==> config.mk <==
export PLATFORM = sky130hd
export DESIGN_NAME = memory_buffer_queue_control
export DESIGN_NICKNAME = d
export VERILOG_FILES = /design/src/core/mbq_pkg.sv /design/src/core/word_fifo.sv /design/src/core/memory_buffer_queue_control.sv
export VERILOG_INCLUDE_DIRS = /design/src /design/src/core
export SDC_FILE = /design/constraint.sdc
export NUM_CORES = 1
export LEC_CHECK = 0
export BUFFER_PORTS_ARGS = -buffer_cell sky130_fd_sc_hd__buf_4
export CORE_ASPECT_RATIO = 0.8
export CORE_MARGIN = 10
export CORE_UTILIZATION = 42
export DETAILED_ROUTE_END_ITERATION = 7
export GPL_TIMING_DRIVEN = 0
export HOLD_SLACK_MARGIN = 0.06
export PLACE_DENSITY_LB_ADDON = 0.25
export RECOVER_POWER = 25
export SYNTH_ARGS = -nofsm -noshare
export SYNTH_HDL_FRONTEND = slang
export SYNTH_SLANG_ARGS = --single-unit
==> constraint.sdc <==
create_clock -name clk -period 11.45 [get_ports clk]
set_input_delay 0.5725 -clock clk [delete_from_list [all_inputs] [get_ports clk]]
set_output_delay 0.5725 -clock clk [all_outputs]
set_load 0.02 [all_outputs]
==> src/core/mbq_defs.svh <==
`ifndef MBQ_DEFS_SVH
`define MBQ_DEFS_SVH

// Buffer source codes; bit 0 carries weight 1, bit 2 weight 4
`define MBQ_SRC_CACHE 3'h0
`define MBQ_SRC_AR 3'h2
`define MBQ_SRC_CHBUF 3'h3
`define MBQ_SRC_MEM 3'h4
`define MBQ_SRC_CCW 3'h6

// Controller ticks between read data valid and the push into the staging FIFO
`define MBQ_DV_WAIT 2

`define MBQ_WORD_W 36
`define MBQ_FIFO_DEPTH 8
`define MBQ_IDX_ZERO 2'h0
`define MBQ_FLAGS_NONE 4'h0

`endif

==> src/core/mbq_pkg.sv <==
package mbq_pkg;
    typedef logic [1:0] buf_idx_t;
    typedef logic [3:0] buf_flags_t;
    typedef logic [2:0] src_code_t;
endpackage

==> src/core/word_fifo.sv <==
`timescale 1ns/100ps
module word_fifo #(
    parameter int W = 38,
    parameter int DEPTH = 8
) (
    input wire logic clk, // Controller clock
    input wire logic rst, // Synchronous reset
    input wire logic in_valid, // Word offered
    output logic in_ready, // Room for a word, registered
    input wire logic [W-1:0] in_data, // Word in
    output logic out_valid, // Word available
    input wire logic out_ready, // Consumer takes word
    output logic [W-1:0] out_data // Oldest word
);
    localparam int AW = $clog2(DEPTH);

    typedef struct packed {
        logic [DEPTH-1:0][W-1:0] mem;
        logic [AW-1:0] wp;
        logic [AW-1:0] rp;
        logic [AW:0] cnt;
        logic full;
    } fifo_st_t;

    fifo_st_t s_r;
    fifo_st_t s_nxt;
    logic push;
    logic pop;

    assign push = in_valid && !s_r.full;
    assign pop = out_ready && (s_r.cnt != '0);
    assign in_ready = !s_r.full;
    assign out_valid = (s_r.cnt != '0);
    assign out_data = s_r.mem[s_r.rp];

    always_comb begin
        s_nxt = s_r;
        if (push) begin
            s_nxt.mem[s_r.wp] = in_data;
            s_nxt.wp = s_r.wp + 1'b1;
        end
        if (pop) begin
            s_nxt.rp = s_r.rp + 1'b1;
        end
        s_nxt.cnt = s_r.cnt + (AW+1)'(push) - (AW+1)'(pop);
        // Registered full keeps the upstream ready free of logic
        s_nxt.full = (s_nxt.cnt == (AW+1)'(DEPTH));
    end

    always_ff @(posedge clk) begin
        if (rst) begin
            s_r <= '0;
        end else begin
            s_r <= s_nxt;
        end
    end
endmodule

==> src/core/memory_buffer_queue_control.sv <==
`timescale 1ns/100ps
`include "mbq_defs.svh"

//////////////////////////////////////////////////////////////////////////////
// Contract
// - Writing any buffer sets that buffer's pending flag.
// - Delivering a buffer's word clears its pending flag.
// - Buffers load from register, cache, system bus or channel.
// - Core read: first word to register, rest to cache unless one-word.
// - First word reaches cache in the cache cycle; later ones separately.
// - Buffered words feed bus writes and page table refills.
// - Queue records which buffer took the register word.
// - Cache transfer loads pending flags and cache word queue together.
// - Modified words for writeback, valid words for refill or read.
// - Bus acknowledge or channel read selection clears the flag too.
// - Outside channel reads, select next pending buffer, ascending mod 4.
// - Core stays busy until no flag is pending.
// - Priority encoder makes source code driving mixer and strobes.
// - Codes: 000 cache, 010 register, 011 channel, 100 memory, 110 ccw.
// - Buffer pointer and strobe timing follow the chosen source.
// - Stage bus read word in the FIFO two ticks after data valid.
// - Output select follows the queue, or channel choice in reads.
module memory_buffer_queue_control #(
    parameter int W = `MBQ_WORD_W,
    parameter int FIFO_DEPTH = `MBQ_FIFO_DEPTH
) (
    input wire logic clk, // Controller clock
    input wire logic rst, // Synchronous reset
    input wire logic [W-1:0] arithmetic_register, // Register data
    input wire logic [W-1:0] cache_data, // Cache read data
    input wire logic [W-1:0] mem_data, // System bus read data
    input wire logic [W-1:0] channel_data_buffer, // Channel data word
    input wire logic [W-1:0] command_word_mixer, // Command word data
    input wire logic single_word_write_phase, // Register write strobe
    input wire logic system_bus_diagnostic, // Diagnostic register load
    input wire mbq_pkg::buf_idx_t physical_word_address_bits, // Reg target
    input wire logic cache_xfer_load, // Start cache to buffer transfer
    input wire logic cache_xfer_written_only, // Writeback or validate
    input wire mbq_pkg::buf_flags_t cache_word_modified, // Written words
    input wire mbq_pkg::buf_flags_t cache_word_valid, // Valid words
    input wire logic cache_transfer_phase_three, // Cache word strobe time
    input wire logic bus_read_word_valid, // Read data valid pulse
    input wire mbq_pkg::buf_idx_t core_addr_bits, // Read word target
    input wire logic channel_buffer_load, // Channel load strobe
    input wire logic channel_load_command, // Channel load is command word
    input wire mbq_pkg::buf_idx_t channel_buffer_select, // Channel buffer
    input wire logic channel_read_active, // Channel read in progress
    input wire logic channel_read_take, // Channel reads its buffer
    input wire logic core_read_start, // Core read begins
    input wire logic core_read_one_word, // Single word read
    input wire logic ar_word_taken, // Register took selected word
    input wire logic cache_word_written, // Selected word into cache
    input wire logic page_table_written, // Selected word into page table
    input wire logic bus_word_accepted, // Core acknowledged bus write
    output logic [W-1:0] buffer_out_data, // Selected buffer contents
    output mbq_pkg::buf_idx_t buffer_output_select, // Selected buffer
    output mbq_pkg::src_code_t buffer_source_select_code, // Last source
    output mbq_pkg::buf_flags_t buffer_load_strobe, // Load pulse per buffer
    output mbq_pkg::buf_flags_t buffer_pending_flags, // Pending queue
    output mbq_pkg::buf_flags_t cache_to_buffer_word_requests, // Word queue
    output mbq_pkg::buf_idx_t cache_word_pointer, // Next cache word
    output logic any_buffer_pending, // Some flag set
    output logic core_busy, // Core held busy
    output logic ar_word_ready, // First read word ready for register
    output logic cache_word_request, // Later read word wants cache cycle
    output logic bus_read_ready // Room for read words
);
    import mbq_pkg::*;

    typedef struct packed {
        logic [3:0][W-1:0] word;
        buf_flags_t pend;
        buf_flags_t ctb;
        buf_idx_t sel;
        logic [W-1:0] out;
        logic [`MBQ_DV_WAIT-1:0] dv;
        logic [`MBQ_DV_WAIT-1:0][1:0] dva;
        src_code_t code;
        buf_flags_t strobe;
        buf_idx_t cptr;
        logic busy;
        logic rd_act;
        logic first;
        logic one;
    } st_t;

    st_t s_r;
    st_t s_nxt;

    // Scan from cur upward, modulo 4, for the first set flag
    function automatic buf_idx_t next_pending(buf_flags_t f, buf_idx_t cur);
        buf_idx_t r;
        buf_idx_t c;
        r = cur;
        for (int i = 3; i >= 0; i--) begin
            c = cur + 2'(i);
            if (f[c]) begin
                r = c;
            end
        end
        return r;
    endfunction

    //////////////////////////////////////////////////////////////////////////
    // Read data staging

    logic push_w;
    logic fifo_valid;
    logic fifo_pop;
    logic [W+1:0] fifo_word;
    buf_flags_t xfer_flags;

    assign push_w = s_r.dv[`MBQ_DV_WAIT-1];
    assign xfer_flags = cache_xfer_written_only ? cache_word_modified
                                                : cache_word_valid;

    word_fifo #(
        .W(W + 2),
        .DEPTH(FIFO_DEPTH)
    ) read_fifo (
        .clk(clk),
        .rst(rst),
        .in_valid(push_w),
        .in_ready(bus_read_ready),
        .in_data({s_r.dva[`MBQ_DV_WAIT-1], mem_data}),
        .out_valid(fifo_valid),
        .out_ready(fifo_pop),
        .out_data(fifo_word)
    );

    //////////////////////////////////////////////////////////////////////////
    // Next state

    always_comb begin
        buf_flags_t set;
        buf_flags_t clr;
        logic ld;
        buf_idx_t idx;
        logic [W-1:0] din;
        src_code_t code;
        set = '0;
        clr = '0;
        ld = 1'b0;
        idx = `MBQ_IDX_ZERO;
        din = cache_data;
        code = `MBQ_SRC_CACHE;
        fifo_pop = 1'b0;
        s_nxt = s_r;
        s_nxt.strobe = '0;
        s_nxt.dv = {s_r.dv[`MBQ_DV_WAIT-2:0], bus_read_word_valid};
        s_nxt.dva = {s_r.dva[`MBQ_DV_WAIT-2:0], core_addr_bits};
        // Fixed priority: cache, register, channel, then staged core words
        if (s_r.ctb != `MBQ_FLAGS_NONE && cache_transfer_phase_three) begin
            idx = s_r.cptr;
            ld = 1'b1;
            s_nxt.ctb[s_r.cptr] = 1'b0;
        end else if (single_word_write_phase || system_bus_diagnostic) begin
            code = `MBQ_SRC_AR;
            idx = physical_word_address_bits;
            din = arithmetic_register;
            ld = 1'b1;
        end else if (channel_buffer_load) begin
            code = channel_load_command ? `MBQ_SRC_CCW : `MBQ_SRC_CHBUF;
            idx = channel_buffer_select;
            din = channel_load_command ? command_word_mixer
                                       : channel_data_buffer;
            ld = 1'b1;
        end else if (fifo_valid && !s_r.pend[fifo_word[W+1:W]]) begin
            // Core words never overwrite a still pending buffer; they wait
            code = `MBQ_SRC_MEM;
            idx = fifo_word[W+1:W];
            din = fifo_word[W-1:0];
            ld = 1'b1;
            fifo_pop = 1'b1;
        end
        if (ld) begin
            s_nxt.word[idx] = din;
            set[idx] = 1'b1;
            s_nxt.strobe[idx] = 1'b1;
            s_nxt.code = code;
        end
        if (cache_xfer_load) begin
            s_nxt.ctb = s_nxt.ctb | xfer_flags;
            set = set | xfer_flags;
        end
        if (ar_word_taken || cache_word_written || page_table_written
                || bus_word_accepted) begin
            clr[s_r.sel] = 1'b1;
        end
        if (channel_read_take) begin
            clr[channel_buffer_select] = 1'b1;
        end
        // Loads win over clears in the same cycle
        s_nxt.pend = (s_r.pend & ~clr) | set;
        // Core read routing
        if (ar_word_taken) begin
            s_nxt.first = 1'b0;
        end
        // Bus gaps are unknown here: a read stays open until another
        // source loads a buffer or the next read starts
        if (ld && code != `MBQ_SRC_MEM) begin
            s_nxt.rd_act = 1'b0;
        end
        if (core_read_start) begin
            s_nxt.rd_act = 1'b1;
            s_nxt.first = 1'b1;
            s_nxt.one = core_read_one_word;
        end
        if (channel_read_active) begin
            s_nxt.sel = channel_buffer_select;
        end else begin
            s_nxt.sel = next_pending(s_nxt.pend, s_r.sel);
        end
        s_nxt.out = s_nxt.word[s_nxt.sel];
        s_nxt.cptr = next_pending(s_nxt.ctb, `MBQ_IDX_ZERO);
        s_nxt.busy = (s_nxt.pend != `MBQ_FLAGS_NONE);
    end

    always_ff @(posedge clk) begin
        if (rst) begin
            s_r <= '0;
        end else begin
            s_r <= s_nxt;
        end
    end

    //////////////////////////////////////////////////////////////////////////
    // Outputs

    assign buffer_out_data = s_r.out;
    assign buffer_output_select = s_r.sel;
    assign buffer_source_select_code = s_r.code;
    assign buffer_load_strobe = s_r.strobe;
    assign buffer_pending_flags = s_r.pend;
    assign cache_to_buffer_word_requests = s_r.ctb;
    assign cache_word_pointer = s_r.cptr;
    assign any_buffer_pending = s_r.busy;
    assign core_busy = s_r.busy;

    logic ar_rdy_r;
    logic csh_rq_r;
    // Register delivery hints; later words skip the register entirely
    always_ff @(posedge clk) begin
        if (rst) begin
            ar_rdy_r <= 1'b0;
            csh_rq_r <= 1'b0;
        end else begin
            ar_rdy_r <= s_nxt.rd_act && s_nxt.first
                        && s_nxt.pend[s_nxt.sel];
            csh_rq_r <= s_nxt.rd_act && !s_nxt.first && !s_nxt.one
                        && s_nxt.pend[s_nxt.sel];
        end
    end
    assign ar_word_ready = ar_rdy_r;
    assign cache_word_request = csh_rq_r;

    function automatic logic ld_any();
        return single_word_write_phase || system_bus_diagnostic
               || channel_buffer_load || channel_read_take
               || (cache_transfer_phase_three && s_r.ctb != '0)
               || fifo_valid;
    endfunction
endmodule

# Word level (Yosys, flattened, before mapping)
# Cells that the tools add are included.
# word_totals
memories,0
out_inout_bits,60
ram_bits,0
ff_bits,526
latchBits,0
mem_bits_ro,0
elab_cells,166
# op_classes
n_mux,70
reduce_logical,29
n_addsub,7
magnitude_cmp,16
n_div,0
bitwise,9
shift,0
n_eq_ne,2
mul,0
# ops
operator,count
bitwise mux 304 bit,1
two-way mux 36 bit,7
bitwise mux 144 bit,1
two-way mux 144 bit,1
binary-select mux 38 bit (select 3 bit),1
demux 38 bit (select 3 bit),1
two-way mux 38 bit,2
binary-select mux 36 bit (select 2 bit),1
demux 36 bit (select 2 bit),1
two-way mux 4 bit,7
less-than comparator 2 x 3 -> 1 bit (second input constant),9
two-way mux 2 bit,11
two-way mux 1 bit,20
two-way mux 3 bit,6
bitwise OR 4 bit,4
logical AND 1 bit,15
binary-select mux 1 bit (select 2 bit),6
nonzero test 4 bit,3
bitwise AND 4 bit,2
demux 1 bit (select 2 bit),4
greater-or-equal comparator 2 x 1 -> 1 bit (second input constant),4
less-than comparator 3 x 4 -> 1 bit (second input constant),2
NOT 4 bit,2
adder 3 x 1 -> 3 bit (second input constant),2
12 further kinds,20

# Depth between registers and ports, before layout
# depth
depth_word,28
mapped_depth,19

# Hierarchy
# A second synthesis with hierarchy kept.
# unflattened
cells_unflattened,2584
hier_area_um2,25579.5
# modules_own_cells
module,area_each_um2,instances,seq_area_each_um2,cells_per_inst
word_fifo,14706.6,1,6306.0,1271
memory_buffer_queue_control,10872.9,1,4224.1,1313

# Worst setup path before layout
# Ideal clock, no wire load.
# synth_path
path_kind,reg2reg
startpoint,register read_fifo.s_r[5] (netlist bit)
endpoint,"register s_r, in the netlist buffer_out_data[11]"
stages_incl_launch_ff,18
t_arrival_ns,3.745
slack_ns,7.575
setup_time_ns,0.130
synth_period_minus_slack_ns,3.875
required_ns,11.320
cell_sequence,dfxtp_1 buf_6 mux2i_1 mux4_2 mux2_4 o22a_1 buf_6 o21a_1 buf_6 o211ai_2 a31oi_1 o311a_1 or2_1 buf_2 clkbuf_1 o32a_1 o21ai_0 o32ai_2
# synth_via
elab_chain_len,27
# synth_rtl
item,line_no,rtl
start: declaration,word_fifo.sv:25,fifo_st_t s_r;
start signal: assignment,word_fifo.sv:54,s_r <= s_nxt;
binary-select mux 38 bit (select 3 bit) *,word_fifo.sv:34,assign out_data = s_r.mem[s_r.rp];
two-way mux 38 bit (implied by the code) *,word_fifo.sv:34,
binary-select mux 1 bit (select 2 bit),memory_buffer_queue_control.sv:168,end else if (fifo_valid && !s_r.pend[fifo_word[W+1:W]]) begin
two-way mux 1 bit (implied by the code),memory_buffer_queue_control.sv:168,
zero test 1 bit,memory_buffer_queue_control.sv:168,
logical AND 1 bit,memory_buffer_queue_control.sv:168,
two-way mux 2 bit,memory_buffer_queue_control.sv:168,
two-way mux 2 bit,memory_buffer_queue_control.sv:162,end else if (channel_buffer_load) begin
(+8 left out),-,
two-way mux 4 bit,memory_buffer_queue_control.sv:182,if (cache_xfer_load) begin
bitwise OR 4 bit,memory_buffer_queue_control.sv:194,s_nxt.pend = (s_r.pend & ~clr) | set;
binary-select mux 1 bit (select 2 bit),memory_buffer_queue_control.sv:97,if (f[c]) begin
two-way mux 1 bit (implied by the code),memory_buffer_queue_control.sv:97,
two-way mux 2 bit (4 in series),memory_buffer_queue_control.sv:97,
two-way mux 2 bit,memory_buffer_queue_control.sv:209,if (channel_read_active) begin
binary-select mux 36 bit (select 2 bit) *,memory_buffer_queue_control.sv:214,s_nxt.out = s_nxt.word[s_nxt.sel];
two-way mux 36 bit (implied by the code) *,memory_buffer_queue_control.sv:214,
end signal: assignment,memory_buffer_queue_control.sv:223,s_r <= s_nxt;
end: declaration,memory_buffer_queue_control.sv:87,st_t s_r;
# Every way passes the cells marked *; elsewhere a longest branch is shown, timed or not. The select of a mux whose other input is x is not followed.
# A chain may end at the register's enable or synchronous reset.

# Worst setup path in the final report
# layout_path
startpoint,register read_fifo.s_r[6] (netlist bit)
endpoint,"register s_r, in the netlist buffer_out_data[8]"
# The elaborated chain is that of the path after synthesis.

==> impl_metrics.toml <==
[clocking]
htreeDepth = 2
ctsHoldBuffers = 0
clockBufferDepth = 3
cts_sinks = 526
postCtsSetupBuffers = 0
tritoncts = "yes"
cts_made_buffers = 54
path_clk_slew_ps = 60
cts_root_buffer = "clkbuf_16"
clock_latency_ps = 630
post_cts_resized = 0

[global_route]
overflow = 0
grt_usage_pct = 25.54
first_global_vias = 22408
grt_max_degree = 15
grt_pass1_wl_um = 139400
antenna_found_initial = 4

[hold_path]
hp-class = "in2reg"
whs_path_depth = 2

[sta]
maxSlewViolCount = 11
fmax_mhz = 172.9
fin_crit_sh_pct = 50.50
setup_viol = 0
hold_viol = 0
fin_crit_ps = 5783
fin_setup_tns_ps = 0
relSlewSlack_pct = -16.26
tightestPinTransition_ps = 1721
fin_hold_ws_ps = 181.3
rsz0062_at_grt = "no"
fin_worst_skew_ps = 26.36

[run]
cap_violations = 1

[drt]
drtPass1Iterations = 5
routed_wl_um = 93400
vias = 23906
vias_per_cell = 5.668
drc = 0
drt_iter0_drc = 2725
ant_nets = 0
avgRoutedWirePerCell_um = 22.14

[power]
vdd_drop_max_mv = 0.1217
power.density_nw_per_um2 = 176.7
leakage_uw = 0.01029

[cells_and_area]
final_nets = 3617
seqCellArea_um2 = 10530
areaGrowthSynthToFinish_pct = 17.86
final_util_pct = 49.83
multiInputGateArea_um2 = 12720
n_fill_cell = 5840
drive_above_1_share_pct = 15.13

[status]
violations = "max-capacitance violations, max-slew violations"
status = "complete, but fails checks"

[logic_synthesis]
seq_area_frac_synth_pct = 41.96
ys.flop_type = "dfxtp_1"
syn_inst = 3105
async_reset_ff_share_pct = 0
yosys.cell_types.count = 76
synth_nets = 3329
ys_ff_latch = 526
synth_area_um2 = 25090
synth-edff-count = 0
yosys_warnings = 0
synth.avg_cell_area_um2 = 8.082

[critical_path]
critical_path_class = "reg2reg"
reg2reg_depth = 12
worstPathRequired_ps = 11940
crit_path_end_kind = "register"
arrival_ps = 6270
startpoint_type = "register"
worstPathMaxFanout = 10

[place]
gp_congestion = 0.9316
dp_hpwl_um = 69010
portBuffers = 232

[die]
die_h_um = 238.6
die_area_um2 = 69990
initial_core_util_pct = 42.28
core_um2 = 59360
io_pins = 272
rows = 80
die_x_um = 293.3
routing by layer:
layer	part of all wire (%)	routed length, µm	GRT usage [%]
met5	0.0086	8	0
met1	42	39450	34.96
met4	2.8	2598	7.948
met2	45	41870	39.85
met3	10	9480	5.317
kinds of logic (layout without fill, tap and decap cells):
kind of cell	Yosys count	in the layout	synth area share (%)
AO/OA/AOI/OAI	827	827	20.50
XOR/XNOR	6	6	0.2095
adder cells (fa/ha/maj)	12	12	0.6282
buffers and inverters	375	707	7.315
flip-flops	526	526	41.96
multiplexers	162	162	10.30
other	0	2	0
AND/OR/NAND/NOR	1197	1197	19.09
flip-flops by register name (all words and copies together) (netlist names):
register,flops
ar_word_ready,1
buffer_pending_flags,4
buffer_out_data,36
cache_word_request,1
read_fifo.s_r,315
buffer_load_strobe,4
buffer_source_select_code,3
s_nxt,3
s_r,149
buffer_output_select,2
any_buffer_pending,1
cache_to_buffer_word_requests,4
cache_word_pointer,2
push_w,1
path summary, 6_finish.rpt:
kind | from | end | slack [ps]
setup / recovery | read_fifo.s_r[6] | buffer_out_data[8] | 5670
hold / removal | bus_read_word_valid | s_nxt[18] | 180
setup reg to reg | read_fifo.s_r[6] | buffer_out_data[8] | 5670
hold reg to reg | s_r[0] | cache_word_request | 430
layout by cell type (no fill, tap or decap), types with 12 or more instances in the layout:
cell type / instances
buf_4: 261
clkbuf_4: 12
nand3_1: 17
dfxtp_1: 526
mux4_2: 76
a21oi_1: 477
a221oi_1: 13
o22ai_1: 29
o32ai_2: 20
nor2b_1: 19
nor3_1: 24
a211oi_1: 88
clkbuf_1: 250
o32a_1: 28
nor4_1: 13
buf_2: 13
clkbuf_16: 55
mux2i_1: 80
nor2_1: 167
nand2_1: 906
buf_1: 29
clkbuf_8: 19
inv_1: 25
o21ai_0: 85
area by class of cell:
| class | instances | area share [%] |
|---|---|---|
| Antenna cell | 2 | 0.01692 |
| Inverter | 28 | 0.3554 |
| Clock buffer | 79 | 5.601 |
| Buffer | 347 | 5.851 |
| Clock inverter | 21 | 0.9984 |
| Sequential cell | 526 | 35.60 |
| Tap cell | 779 | 3.296 |
| Timing Repair Buffer | 232 | 5.267 |
| Multi-Input combinational cell | 2204 | 43.01 |
cell usage after synthesis, types with 4 or more instances:
cell      instances  area share, %
mux4_2           76            6.8
or4_1            11           0.33
a211oi_1         88            2.6
a221oi_1         13           0.45
nor2_1          167            2.5
buf_6             8           0.36
o31ai_1          10           0.30
a21oi_1         477            9.5
o211ai_1          4           0.12
nor3_1           24           0.48
nor4_1           13           0.32
o32ai_2          20            1.3
mux2i_1          80            3.2
o32ai_1           6           0.21
buf_1            29           0.43
nand2_1         906             14
o32a_1           28            1.1
clkbuf_1        196            2.9
mux2_2            5           0.22
a21oi_2           4           0.14
or3_1             6           0.15
clkbuf_2         11           0.22
nor2b_1          19           0.47
buf_4            90            2.7
dfxtp_1         526             42
o21ai_0          85            1.7
inv_1            25           0.37
o221ai_1         10           0.35
o21a_1           10           0.30
o21ai_1           4          0.080
nand3_1          17           0.34
buf_2            13           0.26
a31oi_1           7           0.17
and2_1           11           0.27
o22ai_1          29           0.72
nand3b_1          4           0.12
ha_1             11           0.55
critical path: stages, from the launching register on:
cell      delay (ps)
dfxtp_1          470
buf_1            770
clkbuf_1         960
buf_1            800
mux4_2           430
mux2i_1          120
nor2_1           410
a211oi_1         100
a211oi_1         230
a21oi_1           70
o21ai_0          740
o21ai_0          300
o32ai_1          230
stage by stage:
stage / area, µm² / instances / power, µW / worst slack (ps)
after floorplan: 25090 / 3105 / 2888 / 7575
after global placement: 27810 / 4116 / 3339 / 5879
after detailed placement: 27810 / 4116 / 3342 / 5932
after CTS: 29760 / 4216 / 5249 / 5919
after global routing: 29580 / 4218 / 5414 / 5517
final: 29580 / 4218 / 5227 / 5667
where the power goes:
part	internal (µW)	switching, µW
sequential	1950	53.1
combinational	453	840
clock	1140	788
Power figures use the tool's default switching activity.
